### config.mk
export PLATFORM = sky130hd
export DESIGN_NAME = port_status_bank
export DESIGN_NICKNAME = d
export VERILOG_FILES = /design/src/verilog/port_status_bank.v
export VERILOG_INCLUDE_DIRS = /design/src /design/src/verilog
export SDC_FILE = /design/constraint.sdc
export NUM_CORES = 1
export LEC_CHECK = 0
export ABC_AREA = 1
export ABC_CLOCK_PERIOD_IN_PS = 6480
export BUFFER_PORTS_ARGS = -buffer_cell sky130_fd_sc_hd__buf_4
export CORE_ASPECT_RATIO = 0.7
export CORE_MARGIN = 8
export CORE_UTILIZATION = 30
export DETAILED_ROUTE_END_ITERATION = 6
export PLACE_DENSITY = 0.49
export SLEW_MARGIN = 20
export SYNTH_ARGS = -nofsm -noshare
export SYNTH_HDL_FRONTEND = slang
export SYNTH_SLANG_ARGS = --single-unit
### constraint.sdc
create_clock -name pclk -period 6.48 [get_ports pclk]
set_clock_uncertainty 0.1 [all_clocks]
set_input_delay 1.296 -clock pclk [delete_from_list [all_inputs] [get_ports pclk]]
set_output_delay 1.296 -clock pclk [all_outputs]
set_load 0.1 [all_outputs]
### src/verilog/port_status_map.vh
// Register offsets, field positions, reset values and timing counts for the port status bank
`ifndef PORT_STATUS_MAP_VH
`define PORT_STATUS_MAP_VH

// ****************************************
// Register byte offsets
// ****************************************
`define OFF_PORT_SELECT   12'h000
`define OFF_SPEED_CTRL    12'h004
`define OFF_PORT_STATUS   12'h008
`define OFF_ERROR_COUNT   12'h00c
`define OFF_IRQ_STATUS    12'h010
`define OFF_IRQ_MASK      12'h014

// ****************************************
// Field positions in speed/control register
// ****************************************
`define SC_SPEED_LSB      0
`define SC_DISABLE_BIT    4
`define SC_DEEP_OFF_BIT   5
`define SC_UNRELIABLE_BIT 8

// ****************************************
// Field positions in port status register
// ****************************************
`define PS_CAP_LSB        0
`define PS_PLUG_BIT       4
`define PS_B_ACTIVE_BIT   5
`define PS_ATTACH_BIT     6
`define PS_RX_VALID_BIT   7
`define PS_LOOP_BIT       8
`define PS_STANDBY_BIT    9
`define PS_A_ACTIVE_BIT   10
`define PS_NEG_LSB        12

// ****************************************
// Interrupt status bits
// ****************************************
`define IRQ_UNRELIABLE    0
`define IRQ_ATTACH        1
`define IRQ_LOOP          2
`define IRQ_ERR_SAT       3

// ****************************************
// Speed codes and reset values
// ****************************************
`define SPEED_S100        3'h0
`define SPEED_S200        3'h1
`define SPEED_S400        3'h2
`define SPEED_S800        3'h3
`define SPEED_S1600       3'h4
`define SPEED_S3200       3'h5
`define ERR_COUNT_MAX     8'hff
`define PORT_CAP_DEFAULT  9'h0db

// ****************************************
// Timing
// ****************************************
`define CLK_PERIOD_NS     100
`define DEBOUNCE_MS       341
`define DEBOUNCE_CYCLES   ((`DEBOUNCE_MS * 1000000 + `CLK_PERIOD_NS - 1) / `CLK_PERIOD_NS)

`endif

### src/verilog/port_status_bank.v
// Per-port status and control register bank for three cable ports, APB slave
`timescale 1ns/1ps
`include "port_status_map.vh"

module port_status_bank #(
    parameter [31:0] DEBOUNCE_CYCLES = `DEBOUNCE_CYCLES  // Attach debounce length
) (
    input  wire        pclk,
    input  wire        presetn,
    input  wire        psel,
    input  wire        penable,
    input  wire        pwrite,
    input  wire [11:0] paddr,
    input  wire [31:0] pwdata,
    output reg  [31:0] prdata,
    output reg         pready,
    output reg         pslverr,
    output reg         irq,
    input  wire [8:0]  port_capability,  // 3 bits per port, maximum speed
    input  wire [2:0]  cable_present,    // Raw connection detect per port
    input  wire [2:0]  signal_present,   // Raw receive signal detect per port
    input  wire [2:0]  b_mode,           // Port running in 1394b mode
    input  wire [2:0]  new_b_connection, // Pulse: new 1394b connection starts
    input  wire [2:0]  speed_neg_fail,   // Pulse: speed negotiation failed
    input  wire [2:0]  sync_fail,        // Pulse: synchronisation failed
    input  wire [2:0]  bad_codeword,     // Pulse: invalid codeword received
    input  wire [2:0]  loop_detected,    // Pulse: loop-free build blocks port
    input  wire [2:0]  standby_state,    // Port in standby power state
    input  wire        bus_reset,        // Pulse: bus reset
    input  wire        remote_read,      // Pulse: remote packet reads error counter
    input  wire [1:0]  remote_port,      // Port addressed by remote read
    output reg  [8:0]  link_speed,       // Speed ceiling in use per connection
    output reg  [2:0]  port_enable,      // Port may become active
    output reg  [2:0]  tone_enable,      // Port keeps toning
    output reg  [2:0]  plug_here_flag,   // Local plug presence per port
    output reg  [2:0]  rx_signal_valid   // Gated receive valid per port
);

    // ****************************************
    // Bus decode
    // ****************************************
    wire        wr_en  = psel & penable & pwrite;           // Write strobe
    wire        rd_en  = psel & penable & ~pwrite;          // Read strobe
    wire [11:0] offset = {paddr[11:2], 2'b00};              // Word address

    // Zero wait states: pready is a flop that rises after reset

    // ****************************************
    // Storage
    // ****************************************
    reg [1:0]  port_sel;        // Selected port index
    reg [2:0]  speed_ceil [0:2];// Software speed ceiling
    reg [2:0]  disable_ctrl;    // Port disable control
    reg [2:0]  deep_off;        // Deep-off control
    reg [2:0]  unreliable;      // Unreliable connection flag
    reg [7:0]  err_count [0:2]; // Invalid codeword counters
    reg [2:0]  loop_block;      // Loop blocked flag
    reg [2:0]  attach;          // Debounced attach flag
    reg [31:0] deb_cnt [0:2];   // Debounce counters
    reg [3:0]  irq_status;      // Sticky events
    reg [3:0]  irq_mask;        // Interrupt enables
    reg        cap_loaded;      // Ceiling loaded from capability
    reg [3:0]  next_irq;        // Events this cycle

    wire [2:0] hard_off = disable_ctrl & deep_off;
    wire [1:0] sel      = (port_sel > 2'd2) ? 2'd0 : port_sel;
    wire [2:0] cap_sel  = port_capability[3*sel +: 3];
    wire [2:0] wr_speed = pwdata[`SC_SPEED_LSB +: 3];

    integer i;

    // ****************************************
    // Per-port state
    // ****************************************
    always @(posedge pclk or negedge presetn) begin
        if (!presetn) begin
            port_sel     <= 2'd0;
            disable_ctrl <= 3'h0;
            deep_off     <= 3'h0;
            unreliable   <= 3'h0;
            loop_block   <= 3'h0;
            attach       <= 3'h0;
            cap_loaded   <= 1'b0;
            link_speed   <= 9'h000;
            for (i = 0; i < 3; i = i + 1) begin
                speed_ceil[i] <= 3'h0;
                err_count[i]  <= 8'h00;
                deb_cnt[i]    <= 32'h0;
            end
        end else begin
            // Ceiling defaults to capability after power reset
            if (!cap_loaded) begin
                cap_loaded <= 1'b1;
                for (i = 0; i < 3; i = i + 1) begin
                    speed_ceil[i] <= port_capability[3*i +: 3];
                end
            end
            // Port select register
            if (wr_en && offset == `OFF_PORT_SELECT) begin
                port_sel <= pwdata[1:0];
            end
            for (i = 0; i < 3; i = i + 1) begin
                // Ceiling clamp on write
                if (wr_en && offset == `OFF_SPEED_CTRL && sel == i) begin
                    if (wr_speed > port_capability[3*i +: 3]) begin
                        speed_ceil[i] <= port_capability[3*i +: 3];
                    end else begin
                        speed_ceil[i] <= wr_speed;
                    end
                    disable_ctrl[i] <= pwdata[`SC_DISABLE_BIT];
                    deep_off[i]     <= pwdata[`SC_DEEP_OFF_BIT];
                end
                // Ceiling captured only on new 1394b connection
                if (new_b_connection[i]) begin
                    link_speed[3*i +: 3] <= speed_ceil[i];
                end
                // Unreliable flag, set wins over clear
                if (speed_neg_fail[i] || sync_fail[i]) begin
                    unreliable[i] <= 1'b1;
                end else if (wr_en && offset == `OFF_SPEED_CTRL && sel == i
                             && pwdata[`SC_UNRELIABLE_BIT]) begin
                    unreliable[i] <= 1'b0;
                end
                // Error counter: a bus read removes only what it reported
                if (rd_en && offset == `OFF_ERROR_COUNT && sel == i) begin
                    err_count[i] <= err_count[i] - prdata[7:0]
                                    + {7'h0, bad_codeword[i]};
                end else if (bad_codeword[i]) begin
                    if (err_count[i] != `ERR_COUNT_MAX) begin
                        err_count[i] <= err_count[i] + 8'h01;
                    end
                end else if (remote_read && remote_port == i) begin
                    err_count[i] <= 8'h00;
                end
                // Loop blocked flag
                if (loop_detected[i]) begin
                    loop_block[i] <= 1'b1;
                end else if (bus_reset || !attach[i]) begin
                    loop_block[i] <= 1'b0;
                end
                // Attach debounce, bus reset leaves it alone
                if (!cable_present[i] || hard_off[i]) begin
                    deb_cnt[i] <= 32'h0;
                    attach[i]  <= 1'b0;
                end else if (deb_cnt[i] >= DEBOUNCE_CYCLES - 32'h1) begin
                    attach[i]  <= 1'b1;
                end else begin
                    deb_cnt[i] <= deb_cnt[i] + 32'h1;
                end
            end
        end
    end

    // ****************************************
    // Port outputs
    // ****************************************
    always @(posedge pclk or negedge presetn) begin
        if (!presetn) begin
            port_enable     <= 3'h0;
            tone_enable     <= 3'h0;
            plug_here_flag  <= 3'h0;
            rx_signal_valid <= 3'h0;
        end else begin
            port_enable     <= ~disable_ctrl;
            tone_enable     <= ~hard_off;
            plug_here_flag  <= 3'h7;
            rx_signal_valid <= signal_present & ~hard_off;
        end
    end

    // ****************************************
    // Interrupt events
    // ****************************************
    always @* begin
        next_irq = 4'h0;
        for (i = 0; i < 3; i = i + 1) begin
            if (speed_neg_fail[i] || sync_fail[i]) next_irq[`IRQ_UNRELIABLE] = 1'b1;
            if (cable_present[i] && !hard_off[i] && !attach[i]
                && deb_cnt[i] >= DEBOUNCE_CYCLES - 32'h1) next_irq[`IRQ_ATTACH] = 1'b1;
            if (loop_detected[i]) next_irq[`IRQ_LOOP] = 1'b1;
            if (bad_codeword[i] && err_count[i] == 8'hfe) next_irq[`IRQ_ERR_SAT] = 1'b1;
        end
    end

    // Sticky status cleared by read, events win
    always @(posedge pclk or negedge presetn) begin
        if (!presetn) begin
            irq_status <= 4'h0;
            irq_mask   <= 4'h0;
            irq        <= 1'b0;
        end else begin
            if (rd_en && offset == `OFF_IRQ_STATUS) begin
                // Clear only bits reported, so a setup-cycle event survives
                irq_status <= (irq_status & ~prdata[3:0]) | next_irq;
            end else begin
                irq_status <= irq_status | next_irq;
            end
            if (wr_en && offset == `OFF_IRQ_MASK) begin
                irq_mask <= pwdata[3:0];
            end
            irq <= |(irq_status & irq_mask);
        end
    end

    // ****************************************
    // Read data and error response
    // ****************************************
    always @(posedge pclk or negedge presetn) begin
        if (!presetn) begin
            prdata  <= 32'h0;
            pslverr <= 1'b0;
            pready  <= 1'b0;
        end else begin
            pready  <= 1'b1;                                // Always ready
            prdata  <= 32'h0;
            pslverr <= 1'b0;
            if (psel && !penable) begin
                case (offset)
                    `OFF_PORT_SELECT: begin
                        prdata <= {30'h0, port_sel};
                    end
                    `OFF_SPEED_CTRL: begin
                        prdata <= {23'h0, unreliable[sel], 2'b00, deep_off[sel],
                                   disable_ctrl[sel], 1'b0, speed_ceil[sel]};
                    end
                    `OFF_PORT_STATUS: begin
                        prdata <= {17'h0, link_speed[3*sel +: 3], 1'b0,
                                   attach[sel] & signal_present[sel] & ~hard_off[sel]
                                   & ~b_mode[sel],
                                   standby_state[sel],
                                   loop_block[sel],
                                   rx_signal_valid[sel], attach[sel],
                                   b_mode[sel],
                                   1'b1, 1'b0, cap_sel};
                    end
                    `OFF_ERROR_COUNT: begin
                        prdata <= {24'h0, err_count[sel]};
                    end
                    `OFF_IRQ_STATUS: begin
                        prdata <= {28'h0, irq_status};
                    end
                    `OFF_IRQ_MASK: begin
                        prdata <= {28'h0, irq_mask};
                    end
                    default: begin
                        pslverr <= 1'b1;
                    end
                endcase
            end
        end
    end

    // ****************************************
    // Usage notes
    // ****************************************
    // Bus timing
    // - Read data is built in the setup cycle.
    // - It stands for the access cycle only.
    // - Outside an access cycle prdata is zero.
    // - pslverr marks an unmapped word address.
    // - Writes take effect at the access edge.
    // - The two low address bits are ignored.
    // - Back to back transfers are accepted.
    // - pready is low only while in reset.
    //
    // Port selection
    // - Every per-port field follows port_sel.
    // - A select value of three maps to port 0.
    // - Remote reads name their port directly.
    // - A remote read never uses port_sel.
    //
    // Speed ceiling
    // - Loaded from capability after reset.
    // - The load happens on the first edge.
    // - Writes above capability store capability.
    // - Lower values force slower training.
    // - Software keeps it above the minimum.
    // - Hardware does not police the minimum.
    // - The value in use is link_speed.
    // - link_speed moves only on a new connection.
    // - A changed ceiling waits for reconnection.
    // - Reserved codes are stored only if port_capability holds one.
    //
    // Speed control word
    // - Each write updates ceiling and both
    //   disable controls together.
    // - Software must read, modify and write.
    // - The unreliable bit clears on a one.
    // - Writing zero there leaves it alone.
    // - A failure in the same cycle wins.
    //
    // Error counter
    // - Counts invalid codewords per port.
    // - Holds at its top value; a remote clear in a bus read's setup cycle makes it wrap.
    // - A bus read subtracts what it returned.
    // - So a codeword arriving during the read
    //   is never lost.
    // - A remote read clears the count fully.
    // - An increment beats a remote clear.
    //
    // Interrupts
    // - Status bits are sticky.
    // - A status read clears reported bits only.
    // - Events in the read cycle stay pending.
    // - irq lags the status by one cycle.
    // - A zero mask keeps irq low.
    // - Bit 0 marks an unreliable connection.
    // - Bit 1 marks a new debounced attach.
    // - Bit 2 marks a loop block.
    // - Bit 3 marks the counter reaching its top.
    //
    // Attach debounce
    // - The cable must stay present throughout.
    // - Any drop restarts the count.
    // - The hard-off state also restarts it.
    // - Bus reset leaves attach untouched.
    // - Hard reset clears it.
    // - The count is a parameter for testing.
    // - Its default spans the full settle time.
    //
    // Loop block
    // - Set by the loop-free build event.
    // - Cleared by bus reset.
    // - Cleared while the port is detached.
    // - A set in the same cycle wins.
    //
    // Disable controls
    // - Disable alone stops the port going active.
    // - The port keeps toning while disabled.
    // - Deep-off alone has no effect at all.
    // - Both together stop toning as well.
    // - Both together force attach low.
    // - Both together force rx valid low.
    // - This is how software forces a new
    //   speed negotiation on a connection.
    // - It also saves power on idle ports.
    // - Hard reset clears both controls.
    // - Bus reset does not touch them.
    //
    // Status word
    // - The plug flag always reads one.
    // - Capability comes straight from the pins.
    // - The 1394a active bit needs attach,
    //   rx valid and not 1394b mode.
    // - The standby bit follows its pin.
    //
    // Hazards
    // - port_capability must be stable from reset.
    // - A capability change is not re-clamped.
    // - Event pins are one-cycle pulses.
    // - A longer pulse counts once per cycle.

endmodule

Yosys cells after proc, flatten, opt, wreduce, memory -nomap -nowiden
Cells that the tools add are included.
W data, S select, Z words.
{"block": "totals", "ff_bits": 208, "out_inout_bits": 56, "wordCells": 261}
{"block": "classes", "addsub": 12, "multipliers": 1, "order_cmp": 9, "eq_ne": 24, "shifts": 2, "mux": 87, "bitwise": 19, "n_reduce_logical": 69}
{"operator": "$mux W32", "count": 6}
{"operator": "$mux W8", "count": 14}
{"operator": "$add A32 B1 Y32 const B", "count": 3}
{"operator": "$ge A32 B22 Y1 const B", "count": 3}
{"operator": "$pmux W15 S6", "count": 1}
{"operator": "$mux W1", "count": 42}
{"operator": "$logic_and A1 B1 Y1", "count": 30}
{"operator": "$add A8 B1 Y8", "count": 3}
{"operator": "$add A8 B1 Y8 const B", "count": 3}
{"operator": "$eq A8 B8 Y1 const B", "count": 3}
{"operator": "$mux W3", "count": 8}
{"operator": "$ne A8 B8 Y1 const B", "count": 3}
{"operator": "$sub A8 B8 Y8", "count": 3}
{"operator": "$bmux W1 S2", "count": 10}
{"operator": "$eq A10 B2 Y1 const B", "count": 2}
{"operator": "$eq A10 B3 Y1 const B", "count": 2}
{"operator": "$reduce_bool A2 Y1", "count": 9}
{"operator": "$shiftx A9 B5 Y3", "count": 2}
{"operator": "$bmux W8 S2", "count": 1}
{"operator": "$mux W15", "count": 1}
{"operator": "$logic_not A12 Y1", "count": 1}
{"operator": "$eq A10 B1 Y1 const B", "count": 1}
{"operator": "$logic_not A1 Y1", "count": 10}
{"operator": "$gt A3 B3 Y1", "count": 3}
{"operator": "27 further kinds", "count": 59}

Depth between registers and ports, before layout
{"block": "depth", "word_depth": 10, "depth_mapped": 15, "depth_no_buf": 14}

Worst setup path before layout
Ideal clock, no wire load.
{"block": "synth_timing", "path_kind": "register to output", "start": "register pready (netlist name)", "end": "output port plug_here_flag[0]", "t_arrival_ns": 1.434, "t_required_ns": 5.084, "slack_ns": 3.650, "path_stages_with_launch": 2, "path_buffers": 1, "cell_sequence": "dfrtp_1 > buf_4"}
{"item": "end, declared", "line_no": "port_status_bank.v:35", "text": "output reg [2:0] plug_here_flag,"}

Final worst setup path
{"block": "layout_timing", "start": "register port_sel[0]", "end": "register prdata[10]"}
{"block": "layout_between", "elab_chain_cells": 9}
{"item": "start, declared", "line_no": "port_status_bank.v:51", "text": "reg [1:0] port_sel;"}
{"item": "start signal, assigned", "line_no": "port_status_bank.v:100", "text": "port_sel <= pwdata[1:0];"}
{"item": "$gt A2 B2 Y1", "line_no": "port_status_bank.v:66", "text": "wire [1:0] sel = (port_sel > 2'd2) ? 2'd0 : port_sel;"}
{"item": "$mux W2 (*)", "line_no": "port_status_bank.v:66"}
{"item": "$bmux W1 S2", "line_no": "port_status_bank.v:228", "text": "attach[sel] & signal_present[sel] & ~hard_off[sel]"}
{"item": "$mux W1 (implied by the code)", "line_no": "port_status_bank.v:228"}
{"item": "$and A1 B1 Y1 / $not A1 Y1 (equally long branches)", "line_no": "port_status_bank.v:228"}
{"item": "$and A1 B1 Y1", "line_no": "port_status_bank.v:228"}
{"item": "$and A1 B1 Y1 (*)", "line_no": "port_status_bank.v:229", "text": "& ~b_mode[sel],"}
{"item": "$pmux W15 S6 (*)", "line_no": "port_status_bank.v:218", "text": "case (offset)"}
{"item": "$mux W15 (*)", "line_no": "port_status_bank.v:217", "text": "if (psel && !penable) begin"}
{"item": "end signal, assigned", "line_no": "port_status_bank.v:220", "text": "prdata <= {30'h0, port_sel};"}
{"item": "end signal, assigned", "line_no": "port_status_bank.v:223", "text": "prdata <= {23'h0, unreliable[sel], 2'b00, deep_off[sel],"}
{"item": "end signal, assigned", "line_no": "port_status_bank.v:227", "text": "prdata <= {17'h0, link_speed[3*sel +: 3], 1'b0,"}
{"item": "end, declared", "line_no": "port_status_bank.v:15", "text": "output reg [31:0] prdata,"}
Every way passes the cells marked *; elsewhere a longest branch is shown, timed or not. The select of a mux whose other input is x is not followed.
A chain may end at the register's enable or synchronous reset.

==> results.json <==
{
  "status": "completed",
  "mostFrequentLayoutCells": "nand2_1, inv_1, nor2_1",
  "first_iter_violations": 934,
  "io_buffers": 99,
  "drc": 0,
  "grt_antenna_before_repair": 0,
  "start_util_pct": 30.4,
  "clk_latency_ns": 0.46,
  "vias_per_cell": 4.71,
  "setup_tns_ns": 0,
  "vias": 11300,
  "dp_hpwl_um": 29300,
  "syn_area_um2": 12500,
  "ctsResizeCount": 0,
  "critPathSlowestCell": "ha_1",
  "arrival_ns": 3.78,
  "wl_met2_um": 16000,
  "drive_gt1_share_pct": 9.27,
  "ys.flop_type": "dfrtp_1",
  "critPathCaptureType": "flip-flop",
  "final_util_pct": 34.7,
  "fin_crit_ns": 3.53,
  "pwr-share-seq_pct": 43.0,
  "cts_buffer_depth": 2,
  "place_congestion": 0.915,
  "slew_viol_final": 0,
  "die_area_um2": 48400,
  "grt_util_all_layers_pct": 15.9,
  "p_clk_share_pct": 35.6,
  "synth-async-reset-ratio_pct": 100,
  "dp_slack_ns": 2.75,
  "final_hold_viol_count": 0,
  "fin_crit_sh_pct": 54.4,
  "grt_max_degree": 105,
  "cts_root_buf": "clkbuf_16",
  "p_int_mw": 1.94,
  "core_area_um2": 41000,
  "wl_um": 38200,
  "mostFrequentLayoutCell": "nand2_1",
  "ys_seq_area_share_pct": 38.0,
  "grt_pass1_vias": 10800,
  "combPwrFrac_pct": 21.5,
  "overflow": 0,
  "grt_pass1_wl_um": 61600,
  "syn-instance-count": 1756,
  "instances_no_fill": 2400,
  "setup_viol": 0,
  "diodes": 0,
  "top_layer": "met4",
  "ios": 145,
  "crit_chain": "inv_1 > ha_1 > inv_1 > nand2_1 > inv_1 > nand2_1 > nand3_1 > a31oi_1 > nand2_1 > nor2_1",
  "synth_area_leaders": "dfrtp_1, nand2_1, inv_1",
  "criticalPathCategory": "reg2reg",
  "avgRoutedWirePerCell_um": 15.9,
  "cts_setup_buffers": 0,
  "clock_sinks": 189,
  "synth-edff-count": 0,
  "netSwitchingFraction_pct": 34.3,
  "setup_slack_ns": 2.95,
  "die_h_um": 187,
  "relSlewSlack_pct": 34.0,
  "htreeDepth": 4,
  "yosysUniqueCellTypes": 46,
  "total_power_mw": 2.95,
  "synth_top_area_share_pct": 38.0,
  "leakagePower_nw": 6.92,
  "startpoint_type": "flip-flop",
  "cts.hold.buffers_added": 0,
  "drt-pass1-iter-count": 5,
  "cap_violations": 0,
  "rsz0062_at_grt": "no",
  "ir_drop_mv": 0.188,
  "power.density_nw_per_um2": 207,
  "cts.clk_slew.worst_paths_ns": 0.08,
  "ys_ff_latch": 189,
  "cts_tree": "yes",
  "fin_nets": 1998,
  "critPathMaxFanout": 21,
  "ant_nets": 0,
  "max_stage_delay_ns": 0.65,
  "required_ns": 6.73,
  "num-fill-cells": 4435,
  "fp.dieW_um": 260,
  "avgSynthCellArea_um2": 7.10,
  "numCtsBuffers": 17,
  "dp.cells": 2368,
  "final_cell_area_um2": 14200,
  "max_freq_ghz": 0.284,
  "met3_length_um": 1850,
  "rows": 62,
  "synth_top_area_cell": "dfrtp_1",
  "worst_slew_pin_slew_ns": 0.987,
  "p_sw_mw": 1.01,
  "dpl_cell_area_um2": 13700,
  "min_path_type": "reg2reg",
  "yosysWarnings": 0,
  "met1_length_um": 19800,
  "syn2layout_area_growth_pct": 14.2,
  "hold_ws_ns": 0.366
}
## logic make-up after synthesis
| group | count (synthesis) | synth area share (%) |
|---|---|---|
| AND/OR/NAND/NOR | 989 | 33.5 |
| adder cells (fa/ha/maj) | 66 | 6.81 |
| other | 2 | 0.0603 |
| XOR/XNOR | 67 | 4.71 |
| multiplexers | 4 | 0.361 |
| AO/OA/AOI/OAI | 161 | 7.12 |
| flip-flops | 189 | 38.0 |
| buffers and inverters | 278 | 9.47 |
## area by class of cell
class / instances / area (um^2) / area share (%)
clock inverters: 14 / 129 / 0.906
clock buffers: 18 / 439 / 3.09
well taps: 544 / 681 / 4.78
flip-flops and latches: 189 / 4730 / 33.2
multi-input cells: 1306 / 6620 / 46.5
repair buffers: 104 / 787 / 5.53
inverters: 225 / 845 / 5.94
## power by group through the flow
stage | logic (mW) | clock network (mW) | registers, mW
5_1_grt | 0.709 | 1.13 | 1.27
3_5_place_dp | 0.633 | 0 | 1.29
4_1_cts | 0.637 | 1.09 | 1.26
2_1_floorplan | 0.406 | 0 | 1.33
6_report | 0.633 | 1.05 | 1.27
3_3_place_gp | 0.627 | 0 | 1.29
## state kept, by name, indices dropped and copies added (netlist names), 4 cells and up
signal      count
deb_cnt        96
err_count      24
irq_mask        4
irq_status      4
link_speed      9
prdata         14
speed_ceil      9
## cells in the mapped netlist (all sizes together) (2+ instances only)
| library cell | instances |
|---|---|
| nand3 | 140 |
| or2 | 2 |
| o31ai | 3 |
| inv | 224 |
| xnor2 | 18 |
| nand3b | 5 |
| nand4 | 37 |
| a22oi | 2 |
| buf | 39 |
| nor2 | 214 |
| o22ai | 6 |
| nor4 | 6 |
| and2 | 3 |
| clkbuf | 14 |
| a31oi | 4 |
| dfrtp | 189 |
| nand2 | 551 |
| o221ai | 2 |
| o21ai | 88 |
| o211ai | 11 |
| fa | 3 |
| mux2 | 4 |
| conb | 2 |
| xor2 | 49 |
| nor3 | 29 |
| a21oi | 41 |
| ha | 63 |
## worst max-delay path: cells and delay by family, from the launching register on
family | cells | cell delay [ns]
AND/OR/NAND/NOR | 5 | 1.06
buffers and inverters | 3 | 0.99
adder cells (fa/ha/maj) | 1 | 0.65
flip-flops | 1 | 0.44
AO/OA/AOI/OAI | 1 | 0.18
## path summary, 6_finish.rpt
check,endpoint,slack [ns],cells past startpoint,from
worst max-delay path,prdata[10]$_DFF_PN0_,2.95,10,port_sel[0]$_DFFE_PN0P_
min in group asynchronous,prdata[14]$_DFF_PN0_,0.81,1,presetn
worst min-delay path,port_enable[1]$_DFF_PN0_,0.37,1,disable_ctrl[1]$_DFFE_PN0P_
worst max register to register,prdata[10]$_DFF_PN0_,2.95,10,port_sel[0]$_DFFE_PN0P_
max in group asynchronous,deb_cnt[14]$_DFFE_PN0P_,4.25,2,presetn
worst min register to register,port_enable[1]$_DFF_PN0_,0.37,1,disable_ctrl[1]$_DFFE_PN0P_
## layer usage
metal	track usage (%)	up-vias
met1	24.0	5326
met3	3.07	32
li1	-	5716
met4	3.99	0
met2	22.8	240
met5	0	-
(Power assumes the default switching activity.)
